File: config.mk
export PLATFORM = sky130hd
export DESIGN_NAME = bootstrap_init_control
export DESIGN_NICKNAME = d
export VERILOG_FILES = /design/src/rtl/boot_init_pkg.sv /design/src/rtl/bootstrap_init_control.sv
export SDC_FILE = /design/constraint.sdc
export NUM_CORES = 1
export LEC_CHECK = 0
export BUFFER_PORTS_ARGS = -buffer_cell sky130_fd_sc_hd__buf_2
export CAP_MARGIN = 25
export CORE_ASPECT_RATIO = 0.8
export CORE_MARGIN = 4
export CORE_UTILIZATION = 48
export DETAILED_ROUTE_END_ITERATION = 6
export PLACE_DENSITY = 0.76
export SLEW_MARGIN = 40
export SYNTH_ARGS = -nofsm -noshare
export SYNTH_HDL_FRONTEND = slang
export SYNTH_SLANG_ARGS = --single-unit
export TNS_END_PERCENT = 1
File: constraint.sdc
create_clock -name I_CLK_SYS -period 2.9 [get_ports I_CLK_SYS]
set_clock_uncertainty 0.1 [all_clocks]
set_input_delay 0 -clock I_CLK_SYS [delete_from_list [all_inputs] [get_ports I_CLK_SYS]]
set_output_delay 0 -clock I_CLK_SYS [all_outputs]
set_load 0.01 [all_outputs]
File: src/rtl/boot_init_pkg.sv
// Purpose: constants and carrier types for the bootstrap initialization control
// Assumes: core clock of 100 MHz, association registers reached through the device register port
// Notes: association layout is seven low-side enables per high-side driver
package boot_init_pkg;

  localparam int NUM_HS = 5;
  localparam int NUM_LS = 7;
  localparam int ADDR_W = 10;
  localparam int DATA_W = 16;

  localparam logic [ADDR_W-1:0] ADDR_ASSOC_12 = 10'h1a6;
  localparam logic [ADDR_W-1:0] ADDR_ASSOC_34 = 10'h1a7;
  localparam logic [ADDR_W-1:0] ADDR_ASSOC_5  = 10'h1a8;

  localparam logic [DATA_W-1:0] MASK_ASSOC_PAIR = 16'h7f7f;
  localparam logic [DATA_W-1:0] MASK_ASSOC_ONE  = 16'h007f;
  localparam logic [DATA_W-1:0] RST_ASSOC_PAIR  = 16'h7f7f;
  localparam logic [DATA_W-1:0] RST_ASSOC_ONE   = 16'h007f;
  localparam int                ASSOC_HI_LSB    = 8;

  localparam int CLK_PERIOD_NS = 10;
  localparam int T_SRC_WIN_MS  = 36;
  localparam int SRC_WIN_CYC   = (T_SRC_WIN_MS * 1000000) / CLK_PERIOD_NS;
  localparam int WIN_CNT_W     = 23;

  typedef enum logic [2:0] {
    ST_WAIT = 3'h1,
    ST_INIT = 3'h2,
    ST_DONE = 3'h4
  } init_state_t;

  // per-driver analog comparator results
  typedef struct packed {
    logic [NUM_HS-1:0] boot_near_supply;
    logic [NUM_HS-1:0] clamp_active;
    logic [NUM_HS-1:0] src_below_0v5;
    logic [NUM_HS-1:0] src_below_1v0;
  } drv_sense_t;

  typedef struct packed {
    logic              wr;
    logic              rd;
    logic [ADDR_W-1:0] addr;
    logic [DATA_W-1:0] wdata;
  } reg_req_t;

endpackage

File: src/rtl/bootstrap_init_control.sv
// Purpose: bootstrap initialization and inhibit control for five high-side pre-drivers
// Assumes: all inputs synchronous to I_CLK_SYS; analog comparators already filtered
// Notes: outputs registered, one clock behind their inputs; init-phase outputs trail supply rise and termination by two clocks
`timescale 1ns/1ns
module bootstrap_init_control
  import boot_init_pkg::*;
#(
  parameter int WIN_CYC = SRC_WIN_CYC
) (
  input  wire logic              I_CLK_SYS,                // core clock
  input  wire logic              I_RST,                    // async reset, active high
  input  wire logic              I_SUPPLY_UV_OK,           // gate supply above rise threshold
  input  wire drv_sense_t        I_SENSE,                  // per-driver comparators
  input  wire logic [NUM_LS-1:0] I_LS_ON,                  // low-side drivers switched on
  input  wire logic [NUM_HS-1:0] I_HS_ON,                  // high-side drivers switched on
  input  wire logic [NUM_HS-1:0] I_INJ_END,                // end-of-injection window per driver
  input  wire logic [NUM_LS-1:0] I_LS_BIAS_REQ,            // normal low-side bias request
  input  wire logic [NUM_HS-1:0] I_HS_BIAS_REQ,            // normal high-side bias request
  input  wire reg_req_t          I_REG,                    // register port request
  output logic      [DATA_W-1:0] O_REG_RDATA,              // register read data
  output logic      [NUM_HS-1:0] O_BOOTSTRAP_INHIBIT_N,    // bootstrap switch inhibit, low active
  output logic      [NUM_HS-1:0] O_INIT_ACTIVE,            // initialization phase per driver
  output logic      [NUM_HS-1:0] O_BOOT_CUR_LIMIT,         // bootstrap current limit on
  output logic      [NUM_HS-1:0] O_SRC_THR_FORCED,         // source threshold forced
  output logic      [NUM_LS-1:0] O_LS_BIAS_EN,             // low-side biasing enable
  output logic      [NUM_HS-1:0] O_HS_BIAS_EN              // high-side biasing enable
);

  ////////////////////////////////////////////////////////////////////////////
  // association registers

  logic [DATA_W-1:0] assoc_12;
  logic [DATA_W-1:0] assoc_34;
  logic [DATA_W-1:0] assoc_5;
  logic [DATA_W-1:0] next_assoc_12;
  logic [DATA_W-1:0] next_assoc_34;
  logic [DATA_W-1:0] next_assoc_5;
  logic [DATA_W-1:0] next_rdata;

  always_comb begin
    next_assoc_12 = assoc_12;
    next_assoc_34 = assoc_34;
    next_assoc_5  = assoc_5;
    next_rdata    = O_REG_RDATA;
    if (I_REG.wr && I_REG.addr == ADDR_ASSOC_12) begin
      next_assoc_12 = I_REG.wdata & MASK_ASSOC_PAIR;
    end else if (I_REG.wr && I_REG.addr == ADDR_ASSOC_34) begin
      next_assoc_34 = I_REG.wdata & MASK_ASSOC_PAIR;
    end else if (I_REG.wr && I_REG.addr == ADDR_ASSOC_5) begin
      next_assoc_5 = I_REG.wdata & MASK_ASSOC_ONE;
    end
    if (I_REG.rd) begin
      if (I_REG.addr == ADDR_ASSOC_12) begin
        next_rdata = assoc_12;
      end else if (I_REG.addr == ADDR_ASSOC_34) begin
        next_rdata = assoc_34;
      end else if (I_REG.addr == ADDR_ASSOC_5) begin
        next_rdata = assoc_5;
      end else begin
        next_rdata = '0;
      end
    end
  end

  always_ff @(posedge I_CLK_SYS or posedge I_RST) begin
    if (I_RST) begin
      assoc_12    <= RST_ASSOC_PAIR;
      assoc_34    <= RST_ASSOC_PAIR;
      assoc_5     <= RST_ASSOC_ONE;
      O_REG_RDATA <= '0;
    end else begin
      assoc_12    <= next_assoc_12;
      assoc_34    <= next_assoc_34;
      assoc_5     <= next_assoc_5;
      O_REG_RDATA <= next_rdata;
    end
  end

  // low-side association of one high-side driver
  function automatic logic [NUM_LS-1:0] assoc_of(input int hs,
                                                 input logic [DATA_W-1:0] r12,
                                                 input logic [DATA_W-1:0] r34,
                                                 input logic [DATA_W-1:0] r5);
    logic [DATA_W-1:0] r;
    r = (hs < 2) ? r12 : ((hs < 4) ? r34 : r5);
    if (hs % 2 == 1) begin
      r = r >> ASSOC_HI_LSB;
    end
    return r[NUM_LS-1:0];
  endfunction

  ////////////////////////////////////////////////////////////////////////////
  // phase sequencing and source-limit window

  init_state_t          state;
  init_state_t          next_state;
  logic [NUM_HS-1:0]    init_active;
  logic [NUM_HS-1:0]    next_init_active;
  logic [WIN_CNT_W-1:0] win_cnt;
  logic [WIN_CNT_W-1:0] next_win_cnt;
  logic                 win_open;
  logic [NUM_HS-1:0]    src_ok;
  logic [NUM_HS-1:0]    term;
  logic [NUM_HS-1:0]    ls_hit;
  logic                 ls_any_on;

  assign win_open  = (win_cnt < WIN_CNT_W'(WIN_CYC));
  assign ls_any_on = |I_LS_ON;
  // tighter source limit only while the window after the supply crossing runs
  assign src_ok    = win_open ? I_SENSE.src_below_0v5 : I_SENSE.src_below_1v0;

  always_comb begin
    term   = '0;
    ls_hit = '0;
    for (int i = 0; i < NUM_HS; i++) begin
      ls_hit[i] = |(I_LS_ON & assoc_of(i, assoc_12, assoc_34, assoc_5));
      term[i] = (I_SENSE.boot_near_supply[i] & src_ok[i])
              | (I_SENSE.clamp_active[i] & src_ok[i])
              | ls_hit[i]
              | (assoc_of(i, assoc_12, assoc_34, assoc_5) == '0)
              | I_HS_ON[i];
    end
  end

  always_comb begin
    next_state       = state;
    next_init_active = init_active;
    next_win_cnt     = win_cnt;
    case (state)
      ST_WAIT: begin
        if (I_SUPPLY_UV_OK) begin
          next_state       = ST_INIT;
          next_init_active = '1;
          next_win_cnt     = '0;
        end
      end
      ST_INIT: begin
        if (win_open) begin
          next_win_cnt = win_cnt + WIN_CNT_W'(1);
        end
        // a flag once cleared is never set again in this state
        next_init_active = init_active & ~term;
        if (next_init_active == '0) begin
          next_state = ST_DONE;
        end
      end
      ST_DONE: begin
        next_state = ST_DONE;
      end
      default: begin
        next_state = ST_WAIT;
      end
    endcase
  end

  always_ff @(posedge I_CLK_SYS or posedge I_RST) begin
    if (I_RST) begin
      state       <= ST_WAIT;
      init_active <= '0;
      win_cnt     <= '0;
    end else begin
      state       <= next_state;
      init_active <= next_init_active;
      win_cnt     <= next_win_cnt;
    end
  end

  ////////////////////////////////////////////////////////////////////////////
  // registered driver controls

  logic [NUM_HS-1:0] inhibit_cause;
  assign inhibit_cause = (init_active | I_INJ_END) & {NUM_HS{~ls_any_on}};

  always_ff @(posedge I_CLK_SYS or posedge I_RST) begin
    if (I_RST) begin
      O_BOOTSTRAP_INHIBIT_N <= '0;
      O_INIT_ACTIVE         <= '0;
      O_BOOT_CUR_LIMIT      <= '0;
      O_SRC_THR_FORCED      <= '0;
      O_LS_BIAS_EN          <= '0;
      O_HS_BIAS_EN          <= '0;
    end else begin
      O_BOOTSTRAP_INHIBIT_N <= ~inhibit_cause;
      O_INIT_ACTIVE         <= init_active;
      O_BOOT_CUR_LIMIT      <= init_active;
      O_SRC_THR_FORCED      <= init_active;
      O_LS_BIAS_EN          <= (|init_active) ? '1 : I_LS_BIAS_REQ;
      O_HS_BIAS_EN          <= (|init_active) ? '0 : I_HS_BIAS_REQ;
    end
  end

  ////////////////////////////////////////////////////////////////////////////
  // checks

  localparam int WIN_LAST = WIN_CYC - 1;
endmodule

==> results of run 1 <==
logic make-up after synthesis:
logic type / Yosys count / share of synthesized area
and+or+nand+nor: 155 / 0.1742
AOI/OAI and AO/OA: 102 / 0.1512
DFF: 102 / 0.5071
buffers and inverters: 49 / 0.05325
muxes: 42 / 0.09233
xor gates and xnor gates: 11 / 0.01881
adders and majority gates: 1 / 0.002442
other: 1 / 0.0007321
worst paths after layout:
| path | start | to | slack [ps] | depth (start not counted) |
|---|---|---|---|---|
| hold / removal | I_RST | O_HS_BIAS_EN[0] | 40 | 3 |
| min in group I_CLK_SYS | I_HS_ON[2] | init_active[2] | 60 | 5 |
| max in group asynchronous | I_RST | win_cnt[13] | 1890 | 5 |
| setup / recovery | win_cnt[20] | init_active[3] | 510 | 7 |
| hold reg to reg | init_active[1] | O_SRC_THR_FORCED[1] | 370 | 0 |
| setup reg to reg | win_cnt[20] | init_active[3] | 510 | 7 |
cells in the mapped netlist, drive strengths merged, types with 3 or more instances:
library cell	n
dfrtp	66
mux2	42
nand2	39
dfstp	36
nor2	27
o21ai	26
inv	20
buf	19
or3	15
a22oi	11
clkbuf	10
nand3	10
nor4	10
a21oi	9
and2	9
o211ai	8
nor2b	7
nor3	7
o22ai	7
o2bb2ai	7
a31oi	6
or4	6
xnor2	6
nand4	5
o2111ai	5
xor2	5
a2111oi	4
a41o	3
and3	3
nand4b	3
or2	3
sequential cells by signal, summed over array words and instances (netlist names):
name / count
state: 3
win_cnt: 23
O_BOOTSTRAP_INHIBIT_N: 5
assoc_12: 14
O_LS_BIAS_EN: 7
O_REG_RDATA: 14
O_HS_BIAS_EN: 5
assoc_5: 7
init_active: 5
O_SRC_THR_FORCED: 5
assoc_34: 14
per-layer routing:
layer,vias up,routed length [microns]
met2,224,6499
met1,2096,5587
met5,-,0
met3,47,1127
met4,0,432
li1,1995,-
cell usage in the layout, fill, tap and decap left out, types with 9 or more instances in the layout:
master	n
dfstp_2	36
buf_2	123
o21ai_0	26
nand2_1	35
nand3_1	10
or3_1	15
nor2_1	25
dlygate4sd3_1	41
clkbuf_16	9
a22oi_1	11
dfrtp_1	66
mux2_2	40
inv_1	19
worst max-delay path, cell delays in order (launching register included):
cell           delay [ps]
dfrtp_1               460
nand2_2               110
nor4_4                520
nand2_1               230
nand4_1               170
nand3_1                90
dlygate4sd3_1         570
o21ai_0                70
cell type report:
cell class,instances,area share
sequential,102,0.3996
timing repair buffer,170,0.1679
clock buffer,9,0.03465
clock inverter,7,0.01155
tap,140,0.02695
inverter,20,0.01232
multi-input combinational,313,0.3471
report_power, final:
part           internal [mW]  switching, mW
Sequential              1.53          0.136
Clock                  0.613          0.603
Combinational          0.255          0.328
Total                   2.40           1.07
what timing repair did:
action,in CTS,in global routing
hold buffers,41,0
hold endpoints to repair,108,0
resized for setup,0,0
per-stage QoR:
| step | worst slack (ps) | hold slack, ps |
|---|---|---|
| finish | 506.5 | 44.65 |
| floorplan | 184.1 | -3.551 |
| CTS | 511.0 | 45.25 |
| global route | 347.1 | 43.91 |
| detailed placement | 547.1 | 83.26 |
| global placement | 611.9 | 83.70 |
==> flow_metrics.tcl, run 1 <==
set metrics [dict create \
    via_per_inst 5.732 \
    netlist_instances 463 \
    io_buffers 123 \
    post_synth.cell_area_avg_sq_um 11.06 \
    crit_path_max_fanout 7 \
    die_area_sq_um 12400 \
    cts_root_buf "clkbuf_16" \
    arrival_ps 2570 \
    cts_buffers 9 \
    synth_edf_count 0 \
    nNetsFinal 697 \
    core_area_sq_um 10320 \
    hold_path_class "primary input to asynchronous set/reset pin" \
    totalWireLength_microns 13650 \
    routabilityCongestion 0.9520 \
    area_growth_pct 26.89 \
    hold_viol_final 0 \
    finalCritPeriodShare 0.8253 \
    regArea_sq_um 2597 \
    cts_tree "built" \
    hpwl_microns 9675 \
    p_leak_nw 2.717 \
    async_flop_share 1.000 \
    synth_ff_type "dfrtp_1" \
    yosys-top-cells-area "dfrtp_1, dfstp_2, mux2_2" \
    finalPower_mw 3.468 \
    critical_path.startpoint_type "register" \
    fillers 792 \
    ir_worst_vdd_uv 293.2 \
    grt-ovfl-total 0 \
    yosysTopAreaCellShare 0.3224 \
    status "complete, no violations" \
    critPathKind "register to register" \
    syn-cell-area_sq_um 5122 \
    grt_util_met2 0.3676 \
    p_per_area_nw_per_um2 533.5 \
    cap_violations 0 \
    fin_area_sq_um 6500 \
    ctsHtreeMaxLevel 3 \
    cp-end-kind "register" \
    die_w_microns 123.5 \
    clock-sinks 102 \
    clockBufferDepth 2 \
    clk_latency_ps 350 \
    initial_core_util 0.4962 \
    grt_pass1_wl_microns 21690 \
    slew_headroom 0.5119 \
    setup_viol 0 \
    final_cells 761 \
    clkTransAtPathRegs_ps 80 \
    place_area_sq_um 5762 \
    busiest_layer "met2" \
    multiInputGateArea_sq_um 2256 \
    rsz0062_at_grt "no" \
    dp.cells 703 \
    slew_viol_final 0 \
    tns_ps 0 \
    vias 4362 \
    antenna_found_initial 0 \
    ys_ff_latch 102 \
    fp.dieH_microns 100.4 \
    dr.pass1.iters 6 \
    drc 0 \
    ys_types 71 \
    io_pins 128 \
    fin_crit_ps 2393 \
    grt_max_degree 88 \
    postCtsSetupRepairBufs 0 \
    track_usage 0.2260 \
    tightestPinTransition_ps 725.4 \
    worst_ep_required_time_ps 3070 \
    grt_pass1_vias 4261 \
    max_freq_ghz 0.4178 \
    fin_util 0.6297 \
    diodes 0 \
    yosysSeqAreaShare 0.5071 \
    layout-drive-gt1-share 0.3977 \
    ant_nets 0 \
    synth.largest_area_cell "dfrtp_1" \
    post_drt_wl_per_cell_microns 17.93 \
    dr.first_iter.drc_count 363 \
    grt_use_met1 0.2935 \
    met3_usage 0.05408 \
    rows 33 \
    yosysWarnings 0 \
]
Note: power is estimated with default switching activity, not from simulation.
==> run 2, diff against run 1 <==
clock period = 1.95 ns   (was 2.9 ns; I/O delays follow)
==> run 2 against run 1 <==
Effect of this change:
- the flow now finishes with violations (negative setup slack)
- register-to-register slack lost 620 ps
- critical path depth fell by 1
- worst setup slack got worse by 620 ps
- non-clock buffer count rose by 45
- via count rose by 3.1%
- global-route usage rose by 1.2 points
- count of clock-buffer cells in the layout up 1
- critical endpoint is now state[2]
- largest power group unchanged
==> flow_metrics.tcl, run 2 (same netlist as run 1, synthesis figures left out) <==
set metrics [dict create \
    grt-ovfl-total 0 \
    p_leak_nw 2.998 \
    rows 33 \
    grt_use_met1 0.2985 \
    routabilityCongestion 0.9571 \
    rsz0062_at_grt "yes" \
    core_area_sq_um 10320 \
    largest_reg_flops 23 \
    fp.dieH_microns 100.4 \
    cp_slowest_cell "nor4_4" \
    fin_util 0.6785 \
    worst_ep_required_time_ps 2080 \
    cts_buffers 9 \
    max_freq_ghz 0.4844 \
    cp-end-kind "register" \
    clk_latency_ps 350 \
    cts_root_buf "clkbuf_16" \
    tns_ps -715.6 \
    slew_headroom 0.6575 \
    grt_pass1_wl_microns 23050 \
    finalCritPeriodShare 1.059 \
    die_w_microns 123.5 \
    diodes 0 \
    ctsHtreeMaxLevel 3 \
    preCtsSetupSlack_ps -168.1 \
    slew_viol_final 0 \
    tightestPinTransition_ps 513.7 \
    hold_path_class "primary input to register" \
    cts_tree "built" \
    fin_hold_ws_ps 23.50 \
    antenna_found_initial 0 \
    critical_path.startpoint_type "register" \
    cap_violations 0 \
    drc 0 \
    setup_viol 16 \
    io_buffers 123 \
    met3_usage 0.05127 \
    grt_util_met2 0.4069 \
    mostFrequentLayoutCells "buf_2, dfrtp_1, buf_4" \
    post_drt_wl_per_cell_microns 17.96 \
    finalPower_mw 5.314 \
    largest_register "win_cnt" \
    track_usage 0.2383 \
    critPathKind "register to register" \
    path_cells "a31oi_4 > nor4_4 > nand2_2 > a311o_1 > and3_1 > a31o_1" \
    area_growth_pct 36.74 \
    clockBufferDepth 2 \
    layout-drive-gt1-share 0.4715 \
    crit_path_max_incr_delay_ps 430 \
    dr.first_iter.drc_count 292 \
    setup_slack_ps -114.4 \
    busiest_layer "met2" \
    ir_worst_vdd_uv 490.1 \
    arrival_ps 2200 \
    clock-sinks 102 \
    crit_path_max_fanout 5 \
    grt_pass1_vias 4602 \
    io_pins 128 \
    totalWireLength_microns 14470 \
    hpwl_microns 10080 \
    p_per_area_nw_per_um2 758.7 \
    fin_crit_ps 2064 \
    final_common_cell "buf_2" \
    vias 4497 \
    via_per_inst 5.579 \
    status "finished, violations left" \
    hold_viol_final 0 \
    die_area_sq_um 12400 \
    dr.pass1.iters 5 \
    failed_checks "negative setup slack" \
    clkTransAtPathRegs_ps 70 \
    nNetsFinal 742 \
    ant_nets 0 \
    initial_core_util 0.4962 \
    grt_max_degree 103 \
]
==> run 2: cell types whose count changed in the layout (fill, tap and decap cells not counted), moves of 3 or more <==
cell,previous run,this run
nand2_1,35,32
buf_4,5,49
buf_6,0,4
dlygate4sd3_1,41,36
buf_12,0,3
==> run 2: final cells by class <==
type,count,area (sq um)
well taps,140,175.2
flip-flops and latches,102,2599
repair buffers,215,1449
inverters,20,78.83
fillers,745,3318
multi-input cells,313,2397
clock buffers,10,229.0
clock inverters,6,76.32
==> run 2: layer usage <==
metal	up-vias	wire length [microns]
met1	2218	5995
met2	169	7264
met3	23	944
li1	2087	-
met5	-	0
met4	0	270
==> run 2: worst paths after layout <==
| check | slack, ps | end | cells after the start | from |
|---|---|---|---|---|
| setup / recovery | -110 | state[2] | 6 | win_cnt[13] |
| hold / removal | 20 | O_BOOTSTRAP_INHIBIT_N[1] | 4 | I_LS_ON[2] |
| setup reg to reg | -110 | state[2] | 6 | win_cnt[13] |
| hold reg to reg | 380 | O_SRC_THR_FORCED[1] | 0 | init_active[1] |
| max in group asynchronous | 1100 | state[2] | 4 | I_RST |
| min in group asynchronous | 250 | win_cnt[3] | 4 | I_RST |
==> run 2: power breakdown <==
part           total, mW  switching (mW)  internal, mW  leakage, nW
logic               1.02           0.577         0.442         1.67
clock network       1.85           0.830          1.02        0.150
registers           2.45           0.164          2.28         1.18
total               5.31            1.57          3.74         3.00
==> run 2: timing repair <==
item                                    in CTS  in global routing
hold buffers                                36                  0
hold endpoints to repair                   122                  0
setup buffers                                9                  1
pin swaps                                   12                  9
endpoints found under the setup margin      15                 23
resized for setup                           14                 17
==> run 2: metrics by stage <==
step | std cells | area, sq um
finish | 806 | 7004
global placement | 746 | 6121
detailed placement | 746 | 6121
CTS | 805 | 6917
floorplan | 464 | 5130
global route | 806 | 7004
==> run 2: worst max-delay path, delay by kind of cell, from the launching register on <==
kind             cells  cell delay (ps)
flip-flops           1              400
AO/OA/AOI/OAI        3              700
AND/OR/NAND/NOR      3              770
==> run 3, diff against run 2 <==
PLACE_DENSITY = 0.75   (was 0.76)
==> run 3 against run 2 <==
Effect of this change:
- the run still ends with negative setup slack left
- combinational power is essentially flat
- count of clock-buffer cells in the layout did not move
- power is 2.7% lower
- sequential share of layout area shrank 0.43 points
- sequential power barely moved
- largest cell class unchanged
- highest routed layer unchanged
==> flow_metrics.tcl, run 3 (same netlist as run 1, synthesis figures left out) <==
set metrics [dict create \
    arrival_ps 2240 \
    largest_register "win_cnt" \
    vias 4539 \
    slew_headroom 0.5922 \
    ant_nets 0 \
    clkPwrFrac 0.326 \
    preCtsSetupSlack_ps -136.8 \
    grt_pass1_vias 4500 \
    max_freq_ghz 0.4754 \
    p_seq_frac 0.471 \
    finalPower_mw 5.169 \
    status "finished, violations left" \
    io_buffers 123 \
    ctsHtreeMaxLevel 3 \
    clock-sinks 102 \
    drc 0 \
    mostFrequentLayoutCells "buf_2, dfrtp_1, buf_4" \
    layout-drive-gt1-share 0.4844 \
    fin_area_sq_um 7087 \
    rows 33 \
    critPathKind "register to register" \
    via_per_inst 5.597 \
    final_common_cell "buf_2" \
    ir_worst_vdd_uv 492.3 \
    dp.cells 749 \
    fin_crit_ps 2103 \
    critical_path.startpoint_type "register" \
    final_cells 811 \
    clk_latency_ps 340 \
    setup_slack_ps -153.3 \
    cap_violations 0 \
    fin_hold_ws_ps 25.08 \
    rsz0062_at_grt "yes" \
    dr.pass1.iters 6 \
    setup_viol 14 \
    hpwl_microns 10350 \
    die_w_microns 123.5 \
    place_area_sq_um 6156 \
    antenna_found_initial 0 \
    cp-end-kind "register" \
    swShare 0.3012 \
    intPower_mw 3.612 \
    power_frac_comb 0.203 \
    routabilityCongestion 0.9757 \
    failed_checks "negative setup slack" \
    finalCritPeriodShare 1.079 \
    io_pins 128 \
    totalWireLength_microns 14840 \
    track_usage 0.2333 \
    cts_root_buf "clkbuf_16" \
    cts_buffers 9 \
    grt-ovfl-total 0 \
    cts_tree "built" \
    p_per_area_nw_per_um2 729.4 \
    clockBufferDepth 2 \
    initial_core_util 0.4962 \
    diodes 0 \
    grt_max_degree 34 \
    area_growth_pct 38.35 \
    clkTransAtPathRegs_ps 70 \
    crit_path_max_fanout 4 \
    fp.dieH_microns 100.4 \
    die_area_sq_um 12400 \
    tightestPinTransition_ps 605.2 \
    worst_ep_required_time_ps 2090 \
    p_leak_nw 3.025 \
    hold_path_class "primary input to register" \
    post_drt_wl_per_cell_microns 18.30 \
    slew_viol_final 0 \
    dr.first_iter.drc_count 281 \
    nNetsFinal 747 \
    hold_viol_final 0 \
    core_area_sq_um 10320 \
    largest_reg_flops 23 \
    grt_pass1_wl_microns 22460 \
    p_sw_mw 1.557 \
]
## run 3: final timing paths
path / slack, ps / depth (start not counted) / to / from
max: -150 / 8 / state[2] / win_cnt[20]
min: 30 / 3 / O_REG_RDATA[8] / I_REG[26]
max reg2reg: -150 / 8 / state[2] / win_cnt[20]
min reg2reg: 380 / 0 / O_SRC_THR_FORCED[3] / init_active[3]
max in group asynchronous: 1070 / 5 / O_BOOTSTRAP_INHIBIT_N[1] / I_RST
min in group asynchronous: 80 / 3 / state[2] / I_RST
## run 3: through the flow
stage,utilization,TNS (ps)
global placement,0.5964,-582.5
detailed placement,0.5964,-1427
CTS,0.6684,-286.6
floorplan,-,-387.2
global route,0.6865,-2407
finish,0.6865,-1048
## run 3: critical path, stage by stage, from the launching register on
cell and delay (ps):
dfrtp_1 400, nand2_2 110, nor4_4 360, buf_4 210, buf_4 110, a211o_1 120, o211ai_1 160, and3_4 210
a31o_1 210
## run 3: layout make-up
cell class | count | area [sq um]
clock buffer | 10 | 229.0
clock inverter | 6 | 47.55
fill | 759 | 3236
inverter | 20 | 78.83
multi-input combinational | 313 | 2451
sequential | 102 | 2599
tap | 140 | 175.2
timing repair buffer | 220 | 1506
## run 3: metal layers
layer,track usage,vias to the layer above,part of all wire
met4,0.07319,0,0.020
met3,0.05577,29,0.083
met1,0.3052,2217,0.40
li1,-,2094,-
met5,0,-,0
met2,0.3843,199,0.49
## run 3: power by group through the flow
stage          logic, mW  clock network [mW]  registers [mW]
2_1_floorplan      0.613                   0            2.46
3_3_place_gp       0.921                   0            2.46
3_5_place_dp       0.936                   0            2.47
4_1_cts             1.00                1.71            2.43
5_1_grt             1.15                1.81            2.46
6_report            1.05                1.69            2.43
## run 3: timing repair
item,in CTS,in global routing
setup buffers,7,4
gates cloned,0,0
pin swaps,6,14
setup endpoints to repair,17,20
hold buffers,34,0
gates resized for setup,13,20
endpoints found under the hold margin,68,0
